===== src/core/dbcc_defines.svh =====
// register addresses, field positions, reset values and timing for the buck config bank
`ifndef DBCC_DEFINES_SVH
`define DBCC_DEFINES_SVH
// ****************************************************************
// register addresses
// ****************************************************************
`define DBCC_ADDR_VOUT1 8'h23
`define DBCC_ADDR_CFG1_1 8'h25
`define DBCC_ADDR_CFG2_1 8'h26
`define DBCC_ADDR_CFG3_1 8'h27
`define DBCC_ADDR_VOUT2 8'h33
`define DBCC_ADDR_CFG1_2 8'h35
`define DBCC_ADDR_CFG2_2 8'h36
`define DBCC_ADDR_CFG3_2 8'h37
// slot of each register inside a channel set
`define DBCC_IX_VOUT 2'h0
`define DBCC_IX_CFG1 2'h1
`define DBCC_IX_CFG2 2'h2
`define DBCC_IX_CFG3 2'h3
// ****************************************************************
// reset values
// ****************************************************************
`define DBCC_RST_VOUT1 8'h41
`define DBCC_RST_VOUT2 8'h96
`define DBCC_RST_CFG1 8'h84
`define DBCC_RST_CFG2 8'h0E
`define DBCC_RST_CFG3 8'h87
// ****************************************************************
// field positions
// ****************************************************************
`define DBCC_F_RNG 7:6
`define DBCC_F_RD 5:3
`define DBCC_F_RU 2:0
`define DBCC_F_ENV 7:6
`define DBCC_F_SSF 5:4
`define DBCC_F_PAT 3:2
`define DBCC_B_FSREN 1
`define DBCC_B_FPWM 0
`define DBCC_B_DIS100 7
`define DBCC_B_DIS1 6
`define DBCC_B_ULTRA 5
`define DBCC_B_FTRAK 4
`define DBCC_F_FREQ 3:2
`define DBCC_F_ILIM 1:0
// ****************************************************************
// decode limits and timing
// ****************************************************************
`define DBCC_SAT_LOW 8'hA0
`define DBCC_SAT_MID 8'h8C
`define DBCC_SEQ_SEED 4'h1
`define DBCC_SEQ_TOP 4'hF
`define DBCC_DIS_TIME_US 1000
`define DBCC_CLK_MHZ 100
`endif


===== src/core/dbcc_pkg.sv =====
// shared types of the buck channel config bank
`default_nettype none
package dbcc_pkg;
    typedef logic [7:0] dbcc_byte_t;
    typedef enum logic [1:0] {DBCC_PAT_TRI, DBCC_PAT_POLY_A, DBCC_PAT_POLY_B, DBCC_PAT_ALT} dbcc_pat_e;
    typedef enum logic [1:0] {DBCC_RNG_LOW, DBCC_RNG_MID, DBCC_RNG_HIGH, DBCC_RNG_RSVD} dbcc_rng_e;
    typedef struct packed {
        logic [3:0] tri_v;
        logic down;
        logic [3:0] lfsr;
        logic use_b;
        logic [3:0] value;
    } dbcc_seq_s;
endpackage : dbcc_pkg
`default_nettype wire


===== src/core/dbcc_spread_seq.sv =====
// spread-spectrum pattern sequencer for one channel
`include "dbcc_defines.svh"
`default_nettype none
module dbcc_spread_seq
    import dbcc_pkg::*;
(
    input wire logic clk,
    input wire logic resetn,
    input wire logic run,
    input wire logic [1:0] pattern,
    output logic [3:0] value
);
    dbcc_seq_s s_ff;
    dbcc_seq_s nxt_s;

    // ****************************************************************
    // step functions
    // ****************************************************************
    function automatic logic [3:0] dbcc_step_a(input logic [3:0] q);
        return {q[2:0], q[3] ^ q[0]}; // x^4+x+1
    endfunction : dbcc_step_a

    function automatic logic [3:0] dbcc_step_b(input logic [3:0] q);
        return {q[2:0], q[3] ^ q[2]}; // x^4+x^3+1
    endfunction : dbcc_step_b

    // next state; neither polynomial can reach all-zero from a nonzero seed
    always_comb begin
        nxt_s = s_ff;
        if (!run) begin
            nxt_s.tri_v = `DBCC_SEQ_SEED;
            nxt_s.down = 1'b0;
            nxt_s.lfsr = `DBCC_SEQ_SEED;
            nxt_s.use_b = 1'b0;
            nxt_s.value = '0;
        end else begin
            // triangle bounces between 0001b and 1111b
            if (!s_ff.down) begin
                if (s_ff.tri_v == `DBCC_SEQ_TOP) begin
                    nxt_s.down = 1'b1;
                    nxt_s.tri_v = s_ff.tri_v - 4'h1;
                end else begin
                    nxt_s.tri_v = s_ff.tri_v + 4'h1;
                end
            end else if (s_ff.tri_v == `DBCC_SEQ_SEED) begin
                nxt_s.down = 1'b0;
                nxt_s.tri_v = s_ff.tri_v + 4'h1;
            end else begin
                nxt_s.tri_v = s_ff.tri_v - 4'h1;
            end
            case (dbcc_pat_e'(pattern))
                DBCC_PAT_TRI: nxt_s.value = nxt_s.tri_v;
                DBCC_PAT_POLY_A: nxt_s.lfsr = dbcc_step_a(s_ff.lfsr);
                DBCC_PAT_POLY_B: nxt_s.lfsr = dbcc_step_b(s_ff.lfsr);
                default: begin
                    nxt_s.lfsr = s_ff.use_b ? dbcc_step_b(s_ff.lfsr) : dbcc_step_a(s_ff.lfsr);
                    nxt_s.use_b = !s_ff.use_b;
                end
            endcase
            if (dbcc_pat_e'(pattern) != DBCC_PAT_TRI) begin
                nxt_s.value = nxt_s.lfsr;
            end
        end
    end

    // state register
    always_ff @(posedge clk or negedge resetn) begin
        if (!resetn) begin
            s_ff <= '0;
        end else begin
            s_ff <= nxt_s;
        end
    end

    assign value = s_ff.value;
endmodule : dbcc_spread_seq
`default_nettype wire


===== src/core/dbcc_regs.sv =====
// two-channel buck configuration register bank with decoded settings
`include "dbcc_defines.svh"
`default_nettype none
module dbcc_regs
    import dbcc_pkg::*;
#(
    parameter int DIS_CYCLES = `DBCC_DIS_TIME_US * `DBCC_CLK_MHZ,
    parameter int DTW = 17
) (
    input wire logic clk,
    input wire logic resetn,
    input wire logic reg_wr_en,
    input wire logic reg_rd_en,
    input wire logic [7:0] reg_addr,
    input wire logic [7:0] reg_wdata,
    output logic [7:0] reg_rdata,
    input wire logic [1:0] ch_enabled,
    input wire logic ch1_forced_pulse_width_pin_n,
    input wire logic ch2_forced_pulse_width_pin_n,
    input wire logic [1:0] target_below_actual,
    input wire logic [1:0] soft_stop_done,
    output logic [1:0][12:0] target_mv,
    output logic [1:0] range_reserved,
    output logic [1:0][15:0] ramp_up_rate,
    output logic [1:0][16:0] ramp_down_rate,
    output logic [1:0][4:0] spread_pct,
    output logic [1:0][2:0] spread_khz,
    output logic [1:0][3:0] spread_step,
    output logic [1:0] fpwm_active,
    output logic [1:0] sink_enable,
    output logic [1:0] ultrasonic_on,
    output logic [1:0] freq_tracking_on,
    output logic [1:0] discharge_100ohm_on,
    output logic [1:0] discharge_1ohm_active,
    output logic [1:0][10:0] switching_khz,
    output logic [1:0][12:0] peak_limit_ma
);
    // refuse a discharge window that the timer cannot count
    if (DIS_CYCLES < 1 || DIS_CYCLES >= (1 << DTW)) begin : g_bad_dis
        $error("discharge count does not fit its counter");
    end

    typedef struct packed {
        logic [1:0][3:0][7:0] regs;
        logic [1:0][DTW-1:0] tmr;
        logic [7:0] rdata;
        logic [1:0][12:0] tgt;
        logic [1:0] rsv;
        logic [1:0][15:0] up;
        logic [1:0][16:0] dn;
        logic [1:0][4:0] pct;
        logic [1:0][2:0] khz;
        logic [1:0][4:0] flg;
        logic [1:0][10:0] fsw;
        logic [1:0][12:0] ilim;
    } dbcc_main_s;

    dbcc_main_s s_ff;
    dbcc_main_s nxt_s;
    logic [1:0] pin_on;

    // ****************************************************************
    // decode functions
    // ****************************************************************
    function automatic logic [3:0] dbcc_decode(input logic [7:0] a);
        if (a == `DBCC_ADDR_VOUT1) return {2'b10, `DBCC_IX_VOUT};
        else if (a == `DBCC_ADDR_CFG1_1) return {2'b10, `DBCC_IX_CFG1};
        else if (a == `DBCC_ADDR_CFG2_1) return {2'b10, `DBCC_IX_CFG2};
        else if (a == `DBCC_ADDR_CFG3_1) return {2'b10, `DBCC_IX_CFG3};
        else if (a == `DBCC_ADDR_VOUT2) return {2'b11, `DBCC_IX_VOUT};
        else if (a == `DBCC_ADDR_CFG1_2) return {2'b11, `DBCC_IX_CFG1};
        else if (a == `DBCC_ADDR_CFG2_2) return {2'b11, `DBCC_IX_CFG2};
        else if (a == `DBCC_ADDR_CFG3_2) return {2'b11, `DBCC_IX_CFG3};
        else return 4'h0;
    endfunction : dbcc_decode

    // millivolts from range and code
    function automatic logic [12:0] dbcc_vout_mv(input logic [1:0] rng, input logic [7:0] c);
        case (dbcc_rng_e'(rng))
            DBCC_RNG_LOW: return (c >= `DBCC_SAT_MID) ? 13'h04B0 : 13'h01F4 + 13'(c) * 13'h0005;
            DBCC_RNG_MID: return (c >= `DBCC_SAT_MID) ? 13'h0960 : 13'h03E8 + 13'(c) * 13'h000A;
            DBCC_RNG_HIGH: return (c >= `DBCC_SAT_LOW) ? 13'h1450 : 13'h07D0 + 13'(c) * 13'h0014;
            default: return 13'h0000; // reserved range drives nothing
        endcase
    endfunction : dbcc_vout_mv

    // slew magnitude in uV/us
    function automatic logic [15:0] dbcc_slew_uv(input logic [2:0] c);
        case (c)
            3'h0: return 16'h0096;
            3'h1: return 16'h0271;
            3'h2: return 16'h04E2;
            3'h3: return 16'h09C4;
            3'h4: return 16'h1388;
            3'h5: return 16'h2710;
            3'h6: return 16'h4E20;
            default: return 16'h9C40;
        endcase
    endfunction : dbcc_slew_uv

    assign pin_on = {!ch2_forced_pulse_width_pin_n, !ch1_forced_pulse_width_pin_n};

    // ****************************************************************
    // next state
    // ****************************************************************
    always_comb begin
        logic [3:0] sel;
        logic [7:0] wv;
        logic [7:0] c1;
        logic [7:0] c2;
        logic [7:0] c3;
        sel = dbcc_decode(reg_addr);
        wv = reg_wdata;
        c1 = '0;
        c2 = '0;
        c3 = '0;
        nxt_s = s_ff;
        // registered read, no side effects
        if (reg_rd_en) begin
            nxt_s.rdata = sel[3] ? s_ff.regs[sel[2]][sel[1:0]] : 8'h00;
        end
        // writes; range is frozen while the output runs
        if (reg_wr_en && sel[3]) begin
            if (sel[1:0] == `DBCC_IX_CFG1 && ch_enabled[sel[2]]) begin
                wv[`DBCC_F_RNG] = s_ff.regs[sel[2]][`DBCC_IX_CFG1][`DBCC_F_RNG];
            end
            nxt_s.regs[sel[2]][sel[1:0]] = wv;
        end
        for (int ch = 0; ch < 2; ch++) begin
            c1 = s_ff.regs[ch][`DBCC_IX_CFG1];
            c2 = s_ff.regs[ch][`DBCC_IX_CFG2];
            c3 = s_ff.regs[ch][`DBCC_IX_CFG3];
            nxt_s.tgt[ch] = dbcc_vout_mv(c1[`DBCC_F_RNG], s_ff.regs[ch][`DBCC_IX_VOUT]);
            nxt_s.rsv[ch] = c1[`DBCC_F_RNG] == DBCC_RNG_RSVD;
            nxt_s.up[ch] = dbcc_slew_uv(c1[`DBCC_F_RU]);
            nxt_s.dn[ch] = 17'(-{1'b0, dbcc_slew_uv(c1[`DBCC_F_RD])});
            // envelope steps of four percent from eight percent up; code zero is off
            nxt_s.pct[ch] = (c2[`DBCC_F_ENV] == 2'h0) ? 5'h00 : 5'h04 + 5'(c2[`DBCC_F_ENV]) * 5'h04;
            nxt_s.khz[ch] = {c2[`DBCC_F_SSF], 1'b1};
            // forced pwm from bit or pin, plus sinking when falling slew is on
            nxt_s.flg[ch][0] = c2[`DBCC_B_FPWM] | pin_on[ch]
                | (c2[`DBCC_B_FSREN] & target_below_actual[ch]);
            nxt_s.flg[ch][1] = c2[`DBCC_B_FSREN] & target_below_actual[ch];
            nxt_s.flg[ch][2] = c3[`DBCC_B_ULTRA];
            nxt_s.flg[ch][3] = c3[`DBCC_B_FTRAK];
            nxt_s.flg[ch][4] = c3[`DBCC_B_DIS100];
            case (c3[`DBCC_F_FREQ]) // codes 2 and 3 share 1.6 MHz
                2'h0: nxt_s.fsw[ch] = 11'h1F4;
                2'h1: nxt_s.fsw[ch] = 11'h3E8;
                default: nxt_s.fsw[ch] = 11'h640;
            endcase
            case (c3[`DBCC_F_ILIM])
                2'h0: nxt_s.ilim[ch] = 13'h05DC;
                2'h1: nxt_s.ilim[ch] = 13'h08CA;
                2'h2: nxt_s.ilim[ch] = 13'h0BB8;
                default: nxt_s.ilim[ch] = 13'h1194;
            endcase
            // low-impedance discharge window after soft-stop
            if (soft_stop_done[ch] && c3[`DBCC_B_DIS1]) begin
                nxt_s.tmr[ch] = DTW'(DIS_CYCLES);
            end else if (s_ff.tmr[ch] != '0) begin
                nxt_s.tmr[ch] = s_ff.tmr[ch] - DTW'(1);
            end
        end
    end

    // state register; reset values of each channel set
    always_ff @(posedge clk or negedge resetn) begin
        if (!resetn) begin
            s_ff <= '0;
            s_ff.regs <= {`DBCC_RST_CFG3, `DBCC_RST_CFG2, `DBCC_RST_CFG1, `DBCC_RST_VOUT2,
                          `DBCC_RST_CFG3, `DBCC_RST_CFG2, `DBCC_RST_CFG1, `DBCC_RST_VOUT1};
        end else begin
            s_ff <= nxt_s;
        end
    end

    // ****************************************************************
    // outputs and sequencers
    // ****************************************************************
    assign reg_rdata = s_ff.rdata;
    assign target_mv = s_ff.tgt;
    assign range_reserved = s_ff.rsv;
    assign ramp_up_rate = s_ff.up;
    assign ramp_down_rate = s_ff.dn;
    assign spread_pct = s_ff.pct;
    assign spread_khz = s_ff.khz;
    assign switching_khz = s_ff.fsw;
    assign peak_limit_ma = s_ff.ilim;
    for (genvar g = 0; g < 2; g++) begin : g_ch
        assign fpwm_active[g] = s_ff.flg[g][0];
        assign sink_enable[g] = s_ff.flg[g][1];
        assign ultrasonic_on[g] = s_ff.flg[g][2];
        assign freq_tracking_on[g] = s_ff.flg[g][3];
        assign discharge_100ohm_on[g] = s_ff.flg[g][4];
        assign discharge_1ohm_active[g] = s_ff.tmr[g] != '0;
        // sequencer runs only while the envelope is nonzero
        dbcc_spread_seq u_seq (
            .clk(clk),
            .resetn(resetn),
            .run(s_ff.regs[g][`DBCC_IX_CFG2][`DBCC_F_ENV] != 2'h0),
            .pattern(s_ff.regs[g][`DBCC_IX_CFG2][`DBCC_F_PAT]),
            .value(spread_step[g])
        );
    end
endmodule : dbcc_regs
`default_nettype wire


===== config.mk =====
export PLATFORM = sky130hd
export DESIGN_NAME = dbcc_regs
export DESIGN_NICKNAME = d
export VERILOG_FILES = /design/src/core/dbcc_pkg.sv /design/src/core/dbcc_spread_seq.sv /design/src/core/dbcc_regs.sv
export VERILOG_INCLUDE_DIRS = /design/src /design/src/core
export SDC_FILE = /design/constraint.sdc
export NUM_CORES = 1
export LEC_CHECK = 0
export BUFFER_PORTS_ARGS = -buffer_cell sky130_fd_sc_hd__buf_4
export CAP_MARGIN = 15
export CORE_UTILIZATION = 39
export DETAILED_ROUTE_END_ITERATION = 16
export GPL_TIMING_DRIVEN = 1
export SETUP_SLACK_MARGIN = 0.2
export SLEW_MARGIN = 5
export SYNTH_ARGS = -nofsm -noshare
export SYNTH_HDL_FRONTEND = slang
export SYNTH_HIERARCHICAL = 1
export SYNTH_SLANG_ARGS = --single-unit

===== constraint.sdc =====
create_clock -name clk -period 3.6 [get_ports clk]
set_input_delay 0.72 -clock clk [delete_from_list [all_inputs] [get_ports clk]]
set_output_delay 0.72 -clock clk [all_outputs]
set_load 0.02 [all_outputs]

==> impl_metrics.env <==
export IMPL_finalSetupViolCount=0
export IMPL_hold_path_class="input pin to async pin"
export IMPL_drive_gt1_frac=0.260
export IMPL_ys_flop_type="dfrtp_1"
export IMPL_hold_viol_final=0
export IMPL_status="complete, no violations"
export IMPL_max_freq_ghz=0.307
export IMPL_synth_most_common_cell="dfrtp_1"
export IMPL_postCtsSetupBuffers=0
export IMPL_drt_first_pass_iters=4
export IMPL_crit_slowest_cell="or4_4"
export IMPL_drc_errors=0
export IMPL_path_clk_slew_ns=0.06
export IMPL_cts_buffers=31
export IMPL_port_buffers=203
export IMPL_cp_slowest_stage_delay_ns=0.56
export IMPL_clk_latency_ns=0.57
export IMPL_die_h_um=198
export IMPL_num_vias=9805
export IMPL_critPathRequiredTime_ns=2.88
export IMPL_holdWs_ns=0.0531
export IMPL_syn_cell_area_mm2=0.0150
export IMPL_grt_setup_unrepaired="no"
export IMPL_routed_wl_mm=33.0
export IMPL_synthCells=1420
export IMPL_synth_seq_area_share=0.464
export IMPL_grt_total_usage=0.170
export IMPL_core_area_mm2=0.0378
export IMPL_critPathMostFrequentCell="or4_4"
export IMPL_crit_chain="or4_4, nor2_1, nand2_1, or4_4, buf_4"
export IMPL_relSlewSlack=0.401
export IMPL_design_portCount=214
export IMPL_power_density_mw_per_mm2=615
export IMPL_die_x_um=198
export IMPL_power_leakage_nw=7.89
export IMPL_min_period_ns=3.25
export IMPL_cts_buffer_depth=3
export IMPL_cts_root_buffer="clkbuf_16"
export IMPL_tightest_slew_ns=0.893
export IMPL_fin_tns_setup_ns=0
export IMPL_cp_end_kind="output port"
export IMPL_postSynth_asyncResetShare=1.00
export IMPL_synth_edf_count=0
export IMPL_slew_viol_final=0
export IMPL_timing_final_crit_share=0.903
export IMPL_fin_worst_skew_ns=0.0224
export IMPL_overflow=0
export IMPL_synth_top_cell_area_share=0.422
export IMPL_cts_tree="done"
export IMPL_avgSynthCellArea_um2=10.6
export IMPL_die_area_mm2=0.0392
export IMPL_cp_start_kind="flip-flop"
export IMPL_maxCapViolCount=0
export IMPL_ys_warn_count=6
export IMPL_synth_top_cell_by_area="dfrtp_1"
export IMPL_synth_seq_cells=277
export IMPL_rows=71
export IMPL_antenna_found_initial=2
export IMPL_grt_max_degree=93
export IMPL_place_congestion=0.839
export IMPL_viasPerCell=4.91
export IMPL_grt_pass1_vias=9544
export IMPL_cp_max_fo=4
export IMPL_start_util=0.397
export IMPL_drt_iter0_markers=554
export IMPL_ant_nets=0
export IMPL_hpwl_mm=24.4
export IMPL_areaGrowthSynthToFinish_pct=12.6
export IMPL_cts_sinks=277
export IMPL_synth_top_cells_by_area="dfrtp_1, buf_4, ha_1, dfstp_2, mux2_2"
export IMPL_synth_common_cells="dfrtp_1, buf_4, nand2_1"
export IMPL_peakVddDrop_mv=0.379
export IMPL_cp_arrival_ns=2.53
export IMPL_synthDistinctLibCells=81
export IMPL_cts_htree_levels=1
export IMPL_grt_pass1_wl_mm=52.1
export IMPL_critPathKind="flip-flop to output port"
export IMPL_wire_per_inst_um=16.5
export IMPL_finish_net_count=1590
stage by stage:
stage	cells	power, mW	area, µm²	setup WS [ns]	utilization
after CTS	1996	10.5	16900	0.233	0.447
after global routing	1996	11.1	16900	0.242	0.447
final	1997	10.4	16900	0.347	0.447
after detailed placement	1939	7.20	15800	0.431	0.419
after global placement	1939	7.17	15800	0.605	0.419
after floorplan	1431	6.48	15000	0.842	-
worst max-delay path, delay by kind of cell (launching register included):
family,cells,cell delay (ns)
buffers and inverters,1,0.19
flip-flops,1,0.40
AND/OR/NAND/NOR,4,1.37
area by class of cell:
class	instances	area [µm²]
repair buffers	219	1680
diodes	1	2.50
clock inverters	21	239
inverters	89	334
clock buffers	36	815
fillers	3560	20900
well taps	511	639
flip-flops and latches	277	6960
multi-input cells	843	6220
cell families (layout without fill, tap and decap cells):
| logic type | Yosys count | in the layout | synth area share |
|---|---|---|---|
| buffers and inverters | 311 | 365 | 0.124 |
| XOR/XNOR | 59 | 59 | 0.0345 |
| other | 2 | 14 | 0.000501 |
| AND/OR/NAND/NOR | 363 | 363 | 0.121 |
| multiplexers | 81 | 81 | 0.0699 |
| AO/OA/AOI/OAI | 225 | 225 | 0.0952 |
| adder cells (fa/ha/maj) | 102 | 102 | 0.0899 |
| flip-flops | 277 | 277 | 0.464 |
registers in the layout, indices dropped and copies added, names as in the netlist, 5 cells and up:
signal and count:
ramp_down_rate 34, peak_limit_ma 18, ramp_up_rate 32, spread_khz 5
switching_khz 10, reg_rdata 8, g_ch.u_seq/s_ff 20, s_ff 88
nxt_s 10, target_mv 26, spread_pct 6, g_ch.u_seq/value 8
routing by layer:
layer / track usage / wire length (µm)
met5: 0 / 11
met1: 0.235 / 15400
met3: 0.0286 / 1810
met4: 0.0451 / 639
met2: 0.274 / 15100
placed cells by master (no fill, tap or decap), types with 11 or more instances in the layout:
master | Yosys | routed
conb_1 | 2 | 13
ha_1 | 91 | 91
nor2b_1 | 24 | 24
nor2_1 | 91 | 91
buf_4 | 185 | 216
mux2i_1 | 17 | 17
mux2_2 | 50 | 50
nand3_1 | 19 | 19
mux4_2 | 14 | 14
xnor2_1 | 40 | 40
nor3_1 | 14 | 14
nand2b_1 | 19 | 19
inv_1 | 87 | 87
dfstp_2 | 24 | 24
clkbuf_16 | 0 | 31
a21o_1 | 11 | 11
o21ai_0 | 66 | 66
dfrtp_1 | 253 | 253
nand2_1 | 115 | 115
o22ai_1 | 16 | 16
xor2_1 | 19 | 19
a21oi_1 | 53 | 53
power breakdown:
group / leakage (nW) / internal, mW / switching [mW]
Combinational: 4.13 / 1.40 / 1.77
Sequential: 3.26 / 3.58 / 0.402
Clock: 0.501 / 1.91 / 1.32
path summary, 6_finish.rpt:
check	from	to	slack, ns	depth (start not counted)
max	s_ff[183]	discharge_1ohm_active[0]	0.35	5
min	resetn	ramp_up_rate[2]	0.05	1
max reg2reg	s_ff[213]	target_mv[12]	0.52	10
min reg2reg	nxt_s[52]	discharge_100ohm_on[0]	0.40	0
max in group asynchronous	resetn	s_ff[259]	2.69	2
min in group clk	target_below_actual[0]	sink_enable[0]	0.39	2
what timing repair did:
action                                  CTS  global route
endpoints found under the setup margin    0             3
hold buffers                              0             0
endpoints found under the hold margin     0             0
gates resized for setup                   0             2
(Power assumes the default switching activity.)
